===== src/core/operand_defs.vh =====
`ifndef OPERAND_DEFS_VH
`define OPERAND_DEFS_VH

// shift kinds on i_shift_kind
`define SHIFT_LSL        3'h0
`define SHIFT_LSR        3'h1
`define SHIFT_ASR        3'h2
`define SHIFT_ROR        3'h3
`define SHIFT_RRX        3'h4

// immediate forms on i_imm_form
`define IMM_FORM_SHIFTED 2'h0
`define IMM_FORM_B0B2    2'h1
`define IMM_FORM_B1B3    2'h2
`define IMM_FORM_ALL     2'h3

// bounds of a shift amount given as an immediate
`define IMM_AMT_MIN      8'h01
`define IMM_AMT_MAX_RS   8'h20
`define IMM_AMT_MAX_LR   8'h1F

// word size and limits
`define WORD_SHIFT       8'h20
`define WORD_SHIFT_PLUS1 8'h21
`define IMM_PLAIN_MAX    32'h000000FF

// reset value of the carry flag
`define CARRY_RST        1'b0

`endif


===== src/core/flexible_operand_barrel_shifter.v =====
`default_nettype none

module flexible_operand_barrel_shifter
(
	// clock and reset
	input  wire        i_clk,
	input  wire        i_rst_b,
	// operand request from the decoder
	input  wire        i_op_valid,
	input  wire        i_use_imm,
	input  wire        i_set_flags,
	input  wire        i_logic_class,
	// constant form
	input  wire [7:0]  i_imm_byte,
	input  wire [1:0]  i_imm_form,
	input  wire [4:0]  i_imm_lsl,
	// register form
	input  wire [31:0] i_shift_source_reg,
	input  wire [2:0]  i_shift_kind,
	input  wire [7:0]  i_shift_amt,
	input  wire        i_amt_is_imm,
	// carry written by the ALU for arithmetic ops
	input  wire        i_alu_carry_we,
	input  wire        i_alu_carry,
	// program counter target check
	input  wire        i_pc_write,
	input  wire [31:0] i_pc_target,
	// operand to the ALU
	output wire [31:0] o_flexible_second_input,
	output wire        o_shift_carry,
	output wire        o_shift_carry_upd,
	output wire        o_amt_illegal,
	// carry flag
	output wire        o_carry_flag,
	// program counter target
	output wire [31:0] o_pc_addr,
	output wire        o_isa_fault
);

`include "operand_defs.vh"

	// checks an immediate shift amount against the range of its kind
	function amt_ok;
		input [2:0] kind;
		input [7:0] amt;
		begin
			if (kind == `SHIFT_RRX)
				amt_ok = 1'b1;
			else if ((kind == `SHIFT_LSL) && (amt == 8'h00))
				amt_ok = 1'b1;
			else if ((kind == `SHIFT_LSR) || (kind == `SHIFT_ASR))
				amt_ok = (amt >= `IMM_AMT_MIN) && (amt <= `IMM_AMT_MAX_RS);
			else
				amt_ok = (amt >= `IMM_AMT_MIN) && (amt <= `IMM_AMT_MAX_LR);
		end
	endfunction

	reg         carry_r;
	reg         carry_nxt;

	wire [31:0] imm_value;
	wire        imm_carry_upd;
	wire        imm_carry;
	wire [31:0] sh_result;
	wire        sh_carry;
	wire        sh_carry_upd;
	wire        sel_carry_upd;
	wire        sel_carry;

	imm_expander u_imm
	(
		.i_imm_byte      (i_imm_byte),
		.i_imm_form      (i_imm_form),
		.i_imm_lsl       (i_imm_lsl),
		.o_imm_value     (imm_value),
		.o_imm_carry_upd (imm_carry_upd),
		.o_imm_carry     (imm_carry)
	);

	// the shifter sees a copy; the source register file is never written here
	barrel_shift u_shift
	(
		.i_src       (i_shift_source_reg),
		.i_kind      (i_shift_kind),
		.i_amt       (i_shift_amt),
		.i_carry_in  (carry_r),
		.o_result    (sh_result),
		.o_carry     (sh_carry),
		.o_carry_upd (sh_carry_upd)
	);

	// combinational so the ALU consumes it in the same cycle
	assign o_flexible_second_input = i_use_imm ? imm_value : sh_result;
	assign sel_carry_upd           = i_use_imm ? imm_carry_upd : sh_carry_upd;
	assign sel_carry               = i_use_imm ? imm_carry : sh_carry;
	assign o_shift_carry           = sel_carry_upd ? sel_carry : carry_r;
	assign o_shift_carry_upd       = i_op_valid & i_set_flags & i_logic_class & sel_carry_upd;

	// amounts taken from a register may be anything; only encoded ones are bounded
	assign o_amt_illegal = i_op_valid & ~i_use_imm & i_amt_is_imm
		& ~amt_ok(i_shift_kind, i_shift_amt);

	// shifter carry wins over the ALU; the two never come from one instruction
	always @*
	begin
		carry_nxt = carry_r;
		if (o_shift_carry_upd)
			carry_nxt = sel_carry;
		else if (i_alu_carry_we)
			carry_nxt = i_alu_carry;
	end

	always @(posedge i_clk or negedge i_rst_b)
	begin
		if (!i_rst_b)
			carry_r <= `CARRY_RST;
		else
			carry_r <= carry_nxt;
	end

	assign o_carry_flag = carry_r;

	// bit 0 only names the instruction set and is stripped from the address
	assign o_pc_addr   = {i_pc_target[31:1], 1'b0};
	assign o_isa_fault = i_pc_write & ~i_pc_target[0];

endmodule // flexible_operand_barrel_shifter

`default_nettype wire


===== src/core/imm_expander.v =====
`default_nettype none

module imm_expander
(
	// encoded constant
	input  wire [7:0]  i_imm_byte,
	input  wire [1:0]  i_imm_form,
	input  wire [4:0]  i_imm_lsl,
	// expanded constant
	output reg  [31:0] o_imm_value,
	output reg         o_imm_carry_upd,
	output reg         o_imm_carry
);

`include "operand_defs.vh"

	reg [31:0] shifted;

	always @*
	begin
		shifted         = {24'h000000, i_imm_byte} << i_imm_lsl;
		o_imm_carry_upd = 1'b0;
		o_imm_carry     = 1'b0;
		case (i_imm_form)
			`IMM_FORM_SHIFTED:
			begin
				o_imm_value = shifted;
				// only a shifted constant above one byte touches carry
				o_imm_carry_upd = (shifted > `IMM_PLAIN_MAX);
				o_imm_carry     = shifted[31];
			end
			`IMM_FORM_B0B2:
				o_imm_value = {8'h00, i_imm_byte, 8'h00, i_imm_byte};
			`IMM_FORM_B1B3:
				o_imm_value = {i_imm_byte, 8'h00, i_imm_byte, 8'h00};
			default:
				o_imm_value = {i_imm_byte, i_imm_byte, i_imm_byte, i_imm_byte};
		endcase
	end

endmodule // imm_expander

`default_nettype wire


===== src/core/barrel_shift.v =====
`default_nettype none

module barrel_shift
(
	// operand and shift
	input  wire [31:0] i_src,
	input  wire [2:0]  i_kind,
	input  wire [7:0]  i_amt,
	input  wire        i_carry_in,
	// result
	output reg  [31:0] o_result,
	output reg         o_carry,
	output reg         o_carry_upd
);

`include "operand_defs.vh"

	// picks one bit of the source by a 5-bit index
	function bit_at;
		input [31:0] v;
		input [4:0]  idx;
		reg   [31:0] t;
		begin
			t      = v >> idx;
			bit_at = t[0];
		end
	endfunction

	reg [63:0] rot;
	reg [4:0]  amt5;
	reg [4:0]  amt5_m1;
	reg [4:0]  lsl_idx;

	always @*
	begin
		amt5        = i_amt[4:0];
		amt5_m1     = amt5 - 5'h01;
		lsl_idx     = 5'h00 - amt5;
		rot         = {i_src, i_src} >> amt5;
		o_result    = i_src;
		o_carry     = i_carry_in;
		// zero length keeps source and carry alike for every kind but RRX, which ignores the amount
		o_carry_upd = (i_amt != 8'h00);
		case (i_kind)
			`SHIFT_LSR:
				if (i_amt == 8'h00)
					o_result = i_src;
				else if (i_amt < `WORD_SHIFT)
				begin
					o_result = i_src >> amt5;
					o_carry  = bit_at(i_src, amt5_m1);
				end
				else
				begin
					o_result = 32'h00000000;
					o_carry  = (i_amt == `WORD_SHIFT) ? i_src[31] : 1'b0;
				end
			`SHIFT_ASR:
				if (i_amt == 8'h00)
					o_result = i_src;
				else if (i_amt < `WORD_SHIFT)
				begin
					o_result = $signed(i_src) >>> amt5;
					o_carry  = bit_at(i_src, amt5_m1);
				end
				else
				begin
					o_result = {32{i_src[31]}};
					o_carry  = i_src[31];
				end
			`SHIFT_ROR:
				if (i_amt == 8'h00)
					o_result = i_src;
				else if (amt5 == 5'h00)
				begin
					// any multiple of 32 folds down to the full turn
					o_result = i_src;
					o_carry  = i_src[31];
				end
				else
				begin
					o_result = rot[31:0];
					o_carry  = bit_at(i_src, amt5_m1);
				end
			`SHIFT_RRX:
			begin
				o_result    = {i_carry_in, i_src[31:1]};
				o_carry     = i_src[0];
				o_carry_upd = 1'b1;
			end
			default:
				if (i_amt == 8'h00)
					o_result = i_src;
				else if (i_amt < `WORD_SHIFT)
				begin
					o_result = i_src << amt5;
					o_carry  = bit_at(i_src, lsl_idx);
				end
				else
				begin
					o_result = 32'h00000000;
					o_carry  = (i_amt == `WORD_SHIFT) ? i_src[0] : 1'b0;
				end
		endcase
	end

endmodule // barrel_shift

`default_nettype wire


===== config.mk =====
export PLATFORM = sky130hd
export DESIGN_NAME = flexible_operand_barrel_shifter
export DESIGN_NICKNAME = d
export VERILOG_FILES = /design/src/core/flexible_operand_barrel_shifter.v /design/src/core/imm_expander.v /design/src/core/barrel_shift.v
export VERILOG_INCLUDE_DIRS = /design/src /design/src/core
export SDC_FILE = /design/constraint.sdc
export NUM_CORES = 1
export LEC_CHECK = 0
export CAP_MARGIN = 20
export CORE_MARGIN = 2
export CORE_UTILIZATION = 52
export CTS_BUF_LIST = sky130_fd_sc_hd__clkbuf_8
export CTS_CLUSTER_SIZE = 20
export DETAILED_ROUTE_END_ITERATION = 6
export DONT_BUFFER_PORTS = 1
export HOLD_SLACK_MARGIN = 0.02
export PLACE_DENSITY = 0.81
export SLEW_MARGIN = 20
export SYNTH_ARGS = -nofsm -noshare
export SYNTH_HDL_FRONTEND = slang
export SYNTH_HIERARCHICAL = 1
export SYNTH_SLANG_ARGS = --single-unit

===== constraint.sdc =====
create_clock -name i_clk -period 5.1 [get_ports i_clk]
set_input_delay 0.765 -clock i_clk [delete_from_list [all_inputs] [get_ports i_clk]]
set_output_delay 0.765 -clock i_clk [all_outputs]
set_load 0.01 [all_outputs]

# Yosys cells after proc, flatten, opt, wreduce, memory -nomap -nowiden
# Cells that the tools add are included.
# totals
reg_bits	1
inputBits	100
wordCells	75
# classes
n_addsub	2
order_cmp	5
n_eq_ne	7
n_shift	7
n_mux	33
bitwise	10
reduce_logical	10
# op_table
op	count
32-bit two-way mux	9
32-bit case mux with 4 select lines	1
32-bit case mux with 3 select lines	1
32-bit by 5-bit right shift with 1-bit output	2
64-bit by 5-bit right shift with 32-bit output	1
32-bit by 8-bit greater-than comparator with 1-bit output, second input constant	1
32-bit by 5-bit << shifter with 32-bit output	1
8-bit by 5-bit << shifter with 32-bit output	1
32-bit by 5-bit right shift with 32-bit output	1
32-bit by 5-bit >>> shifter with 32-bit output	1
1-bit two-way mux	21
8-bit by 6-bit equality test with 1-bit output, second input constant	1
8-bit by 1-bit >= comparator with 1-bit output, second input constant	1
8-bit by 5-bit <= comparator with 1-bit output, second input constant	1
8-bit by 6-bit <= comparator with 1-bit output, second input constant	1
8-bit logical NOT	1
8-bit by 6-bit < comparator with 1-bit output, second input constant	1
8-bit nonzero test	1
1-bit AND	7
3-bit by 2-bit equality test with 1-bit output, second input constant	2
5-bit logical NOT	1
1-bit by 5-bit subtractor with 5-bit output, first input constant	1
5-bit by 1-bit subtractor with 5-bit output, second input constant	1
1-bit case mux with 4 select lines	1
other kinds (10)	14

# Logic depth before layout (Yosys ltp)
# logic_depth
ltp_word	7
mapped_depth	19
mapped_depth_nobuf	11

# By module
# The synthesis kept the hierarchy.
# modules_own_cells
module	n_inst	cells_per_inst	area_per_inst_um2	seq_area_each_um2
barrel_shift	1	896	7360.8	0.0
imm_expander	1	181	1093.5	0.0
flexible_operand_barrel_shifter	1	90	830.8	25.0

# Worst setup path after synthesis
# OpenSTA, ideal clock, no wires.
# synth_path
path_type	input to output
startpoint	in i_shift_amt[1]
endpoint	out o_shift_carry
arrival_ns	4.393
required_time_ns	4.335
slack_ns	-0.058
path_stages	16
n_path_buf	7
path_cell_list	buf_6 > buf_6 > buf_4 > buf_4 > buf_2 > inv_1 > ha_1 > buf_1 > clkbuf_1 > mux4_2 > mux4_2 > mux2_2 > a221oi_1 > a31oi_1 > mux2_2 > mux2_2
# synth_via
elab_chain_len	7
word_cells_on_any_way	24
# synth_lines
element	line	source
start: declaration	flexible_operand_barrel_shifter.v:20	input wire [7:0] i_shift_amt,
1-bit by 5-bit subtractor with 5-bit output (tied with other cells)	barrel_shift.v:38	lsl_idx = 5'h00 - amt5;
32-bit by 5-bit right shift with 1-bit output (tied with other cells)	barrel_shift.v:24	t = v >> idx;
1-bit two-way mux (on tied branches) (2 in a row)	n/a	
1-bit case mux with 4 select lines *	barrel_shift.v:44	case (i_kind)
named net sh_carry	flexible_operand_barrel_shifter.v:65	wire sh_carry;
1-bit two-way mux *	flexible_operand_barrel_shifter.v:95	assign sel_carry = i_use_imm ? imm_carry : sh_carry;
1-bit two-way mux *	flexible_operand_barrel_shifter.v:96	assign o_shift_carry = sel_carry_upd ? sel_carry : carry_r;
end: declaration	flexible_operand_barrel_shifter.v:30	output wire o_shift_carry,
# The timed path passes the listed nets; every way through them passes the cells marked *.

# Worst setup path in the final report
# Same ends and word-level chain as after synthesis.

==> results.sh <==
export IMPL_drcViolationCount=1
export IMPL_stdcell_count=1239
export IMPL_synthFlopType="dfrtp_1"
export IMPL_n_antenna_cell=0
export IMPL_core_rowCount=48
export IMPL_grt_max_degree=111
export IMPL_max_slew_margin=0.1934
export IMPL_drive_gt1_frac=0.2337
export IMPL_period_minus_slack_ns=4.529
export IMPL_fillers=1678
export IMPL_synth_cells=1167
export IMPL_synthDominantCellAreaShare=0.2329
export IMPL_critPathMaxFanout=110
export IMPL_final_setup_tns_ns=0
export IMPL_r2r_end="o_carry_flag"
export IMPL_initialDrtViolationCount=2370
export IMPL_dr_pass1_iters=7
export IMPL_wl_um=42830
export IMPL_routed_via_density=8.636
export IMPL_die_w_um=137.6
export IMPL_insertion_delay_ns=0
export IMPL_cp_required_ns=4.34
export IMPL_ys_warnings_count=6
export IMPL_endpoint_kind="output port"
export IMPL_multi_input_area_sq_um=8234
export IMPL_ys_ff_latch=1
export IMPL_design_area_sq_um=8787
export IMPL_grt_pass1_wl_um=62820
export IMPL_worstSetupPathType="in -> out"
export IMPL_grt_overflow_total=0
export IMPL_synthArstFlopShare=1.000
export IMPL_max_vdd_ir_drop_v=0.00006160
export IMPL_drv_cap=0
export IMPL_rr_worst_depth=6
export IMPL_cts_resized=0
export IMPL_port_buffers=0
export IMPL_yosysSeqAreaShare=0.002695
export IMPL_num_vias=10700
export IMPL_startpoint_type="primary input"
export IMPL_p_leak_uw=0.002989
export IMPL_dieArea_sq_um=18940
export IMPL_tightest_slew_ns=1.202
export IMPL_rsz0062_at_grt="no"
export IMPL_reg2reg_slack_ns=3.42
export IMPL_synth_most_common_cell="nand2_1"
export IMPL_hold_viol_final=0
export IMPL_largest_register_ffs=1
export IMPL_mappedNetlistNets=1269
export IMPL_ys_types=95
export IMPL_grt_use_total=0.4442
export IMPL_areaGrowthSynthToFinish_pct=-5.363
export IMPL_fin_util=0.5063
export IMPL_r2r_start="o_carry_flag"
export IMPL_worstPathArrival_ns=3.76
export IMPL_yosys_top_cells_count="nand2_1 (117), nor2_1 (97), mux4_2 (96)"
export IMPL_setup_viol=0
export IMPL_drv_slew=0
export IMPL_ant_nets=0
export IMPL_synth_edf_count=0
export IMPL_start_util=0.5350
export IMPL_dpl_cell_area_sq_um=8787
export IMPL_period_share=0.8881
export IMPL_synth_area_leaders="mux4_2 (23%), mux2_2 (10%), mux2i_1 (8.7%), nand2_1 (4.7%), o21ai_0 (4.5%)"
export IMPL_clkTransAtPathRegs_ns=0
export IMPL_grt_antenna_before_repair=2
export IMPL_violations="DRC"
export IMPL_cts_setup_buffers=0
export IMPL_hpwl_um=29920
export IMPL_hold_path_class="in -> async"
export IMPL_syn_area_per_cell_sq_um=7.956
export IMPL_seq_area_sq_um=25.02
export IMPL_status="finished, violations left"
export IMPL_syn_area_sq_um=9285
export IMPL_fin_nets=1118
export IMPL_cts_hold_buf=0
export IMPL_routedWlPerCell_um=34.57
export IMPL_whs_ns=0.4693
export IMPL_skew_ns=0
export IMPL_grt_pass1_vias=9724
export IMPL_dieHeight_um=137.6
export IMPL_dpl_cell_count=1239
export IMPL_fmax_mhz=220.8
export IMPL_synth_area_leader_cell="mux4_2"
export IMPL_io_pins=169
export IMPL_gp_congestion=1.240
export IMPL_core_sq_um=17360
export IMPL_p_per_area_nw_per_um2=100.6
-- through the flow --
stage | setup WS, ns | power (uW)
final | 0.5707 | 884.0
after global routing | 0.5327 | 909.3
after CTS | 0.7155 | 834.1
after detailed placement | 0.7165 | 829.7
after global placement | 0.7947 | 823.8
after floorplan | 0.05341 | 766.7
-- power by group --
group          switching, uW  total (uW)  internal (uW)
sequential              1.64        10.7           9.11
clock                      0           0              0
combinational            479         873            395
-- critical path: stages --
cell	delay, ns
inv_1	0.06
ha_1	0.70
mux4_2	0.41
mux4_2	0.48
mux2_2	0.31
a221oi_1	0.28
a31oi_1	0.11
mux2_2	0.29
mux2_2	0.29
-- cell families (layout without fill, tap and decap cells) --
kind of cell	count (synthesis)	after routing	synth area share
compound gates	358	358	0.2715
buf+inv	194	41	0.1114
mux	266	266	0.4307
xor+xnor	3	3	0.002830
fa+ha+maj	3	3	0.003773
other cells	1	1	0.0004039
flops	1	1	0.002695
simple gates	341	341	0.1767
-- layer usage --
metal	track usage	up-vias	wire (um)
met2	0.6462	1244	17010
met3	0.1663	274	7904
met1	0.5822	4939	14720
li1	-	4243	-
met5	0.008333	-	0
met4	0.2039	0	3201
-- area by class of cell --
class	count	share of cell area
flip-flops and latches	1	0.002848
inverters	17	0.007547
repair buffers	24	0.02050
well taps	225	0.03204
multi-input cells	972	0.9371
-- layout by cell type, fill, tap and decap left out, drive strengths merged, types with 6 or more instances in the layout --
cell     count
a211o        7
nand3       19
o22ai       15
mux4        97
o221ai       7
o21ai       88
inv         16
nor2b       10
a22o        10
nor3b        6
o2bb2ai      7
a211oi      10
o2111ai      9
o211ai      19
mux2        86
a2bb2oi      6
a22oi        9
o21a         9
mux2i       83
a31oi       13
nand2b      13
or3          8
nor2        99
nand2      118
a21oi       64
buf         24
a221o       11
nor3        25
a221oi      23
and2         9
-- worst max path at each step --
stage	startpoint	endpoint	slack [ns]
global placement	i_shift_amt[0]	o_shift_carry	0.79
finish	i_shift_amt[1]	o_shift_carry	0.57
detailed placement	i_shift_amt[0]	o_shift_carry	0.72
floorplan	i_shift_amt[1]	o_shift_carry	0.05
CTS	i_shift_amt[0]	o_shift_carry	0.72
global route	i_shift_amt[1]	o_shift_carry	0.53
(Power assumes the default switching activity.)
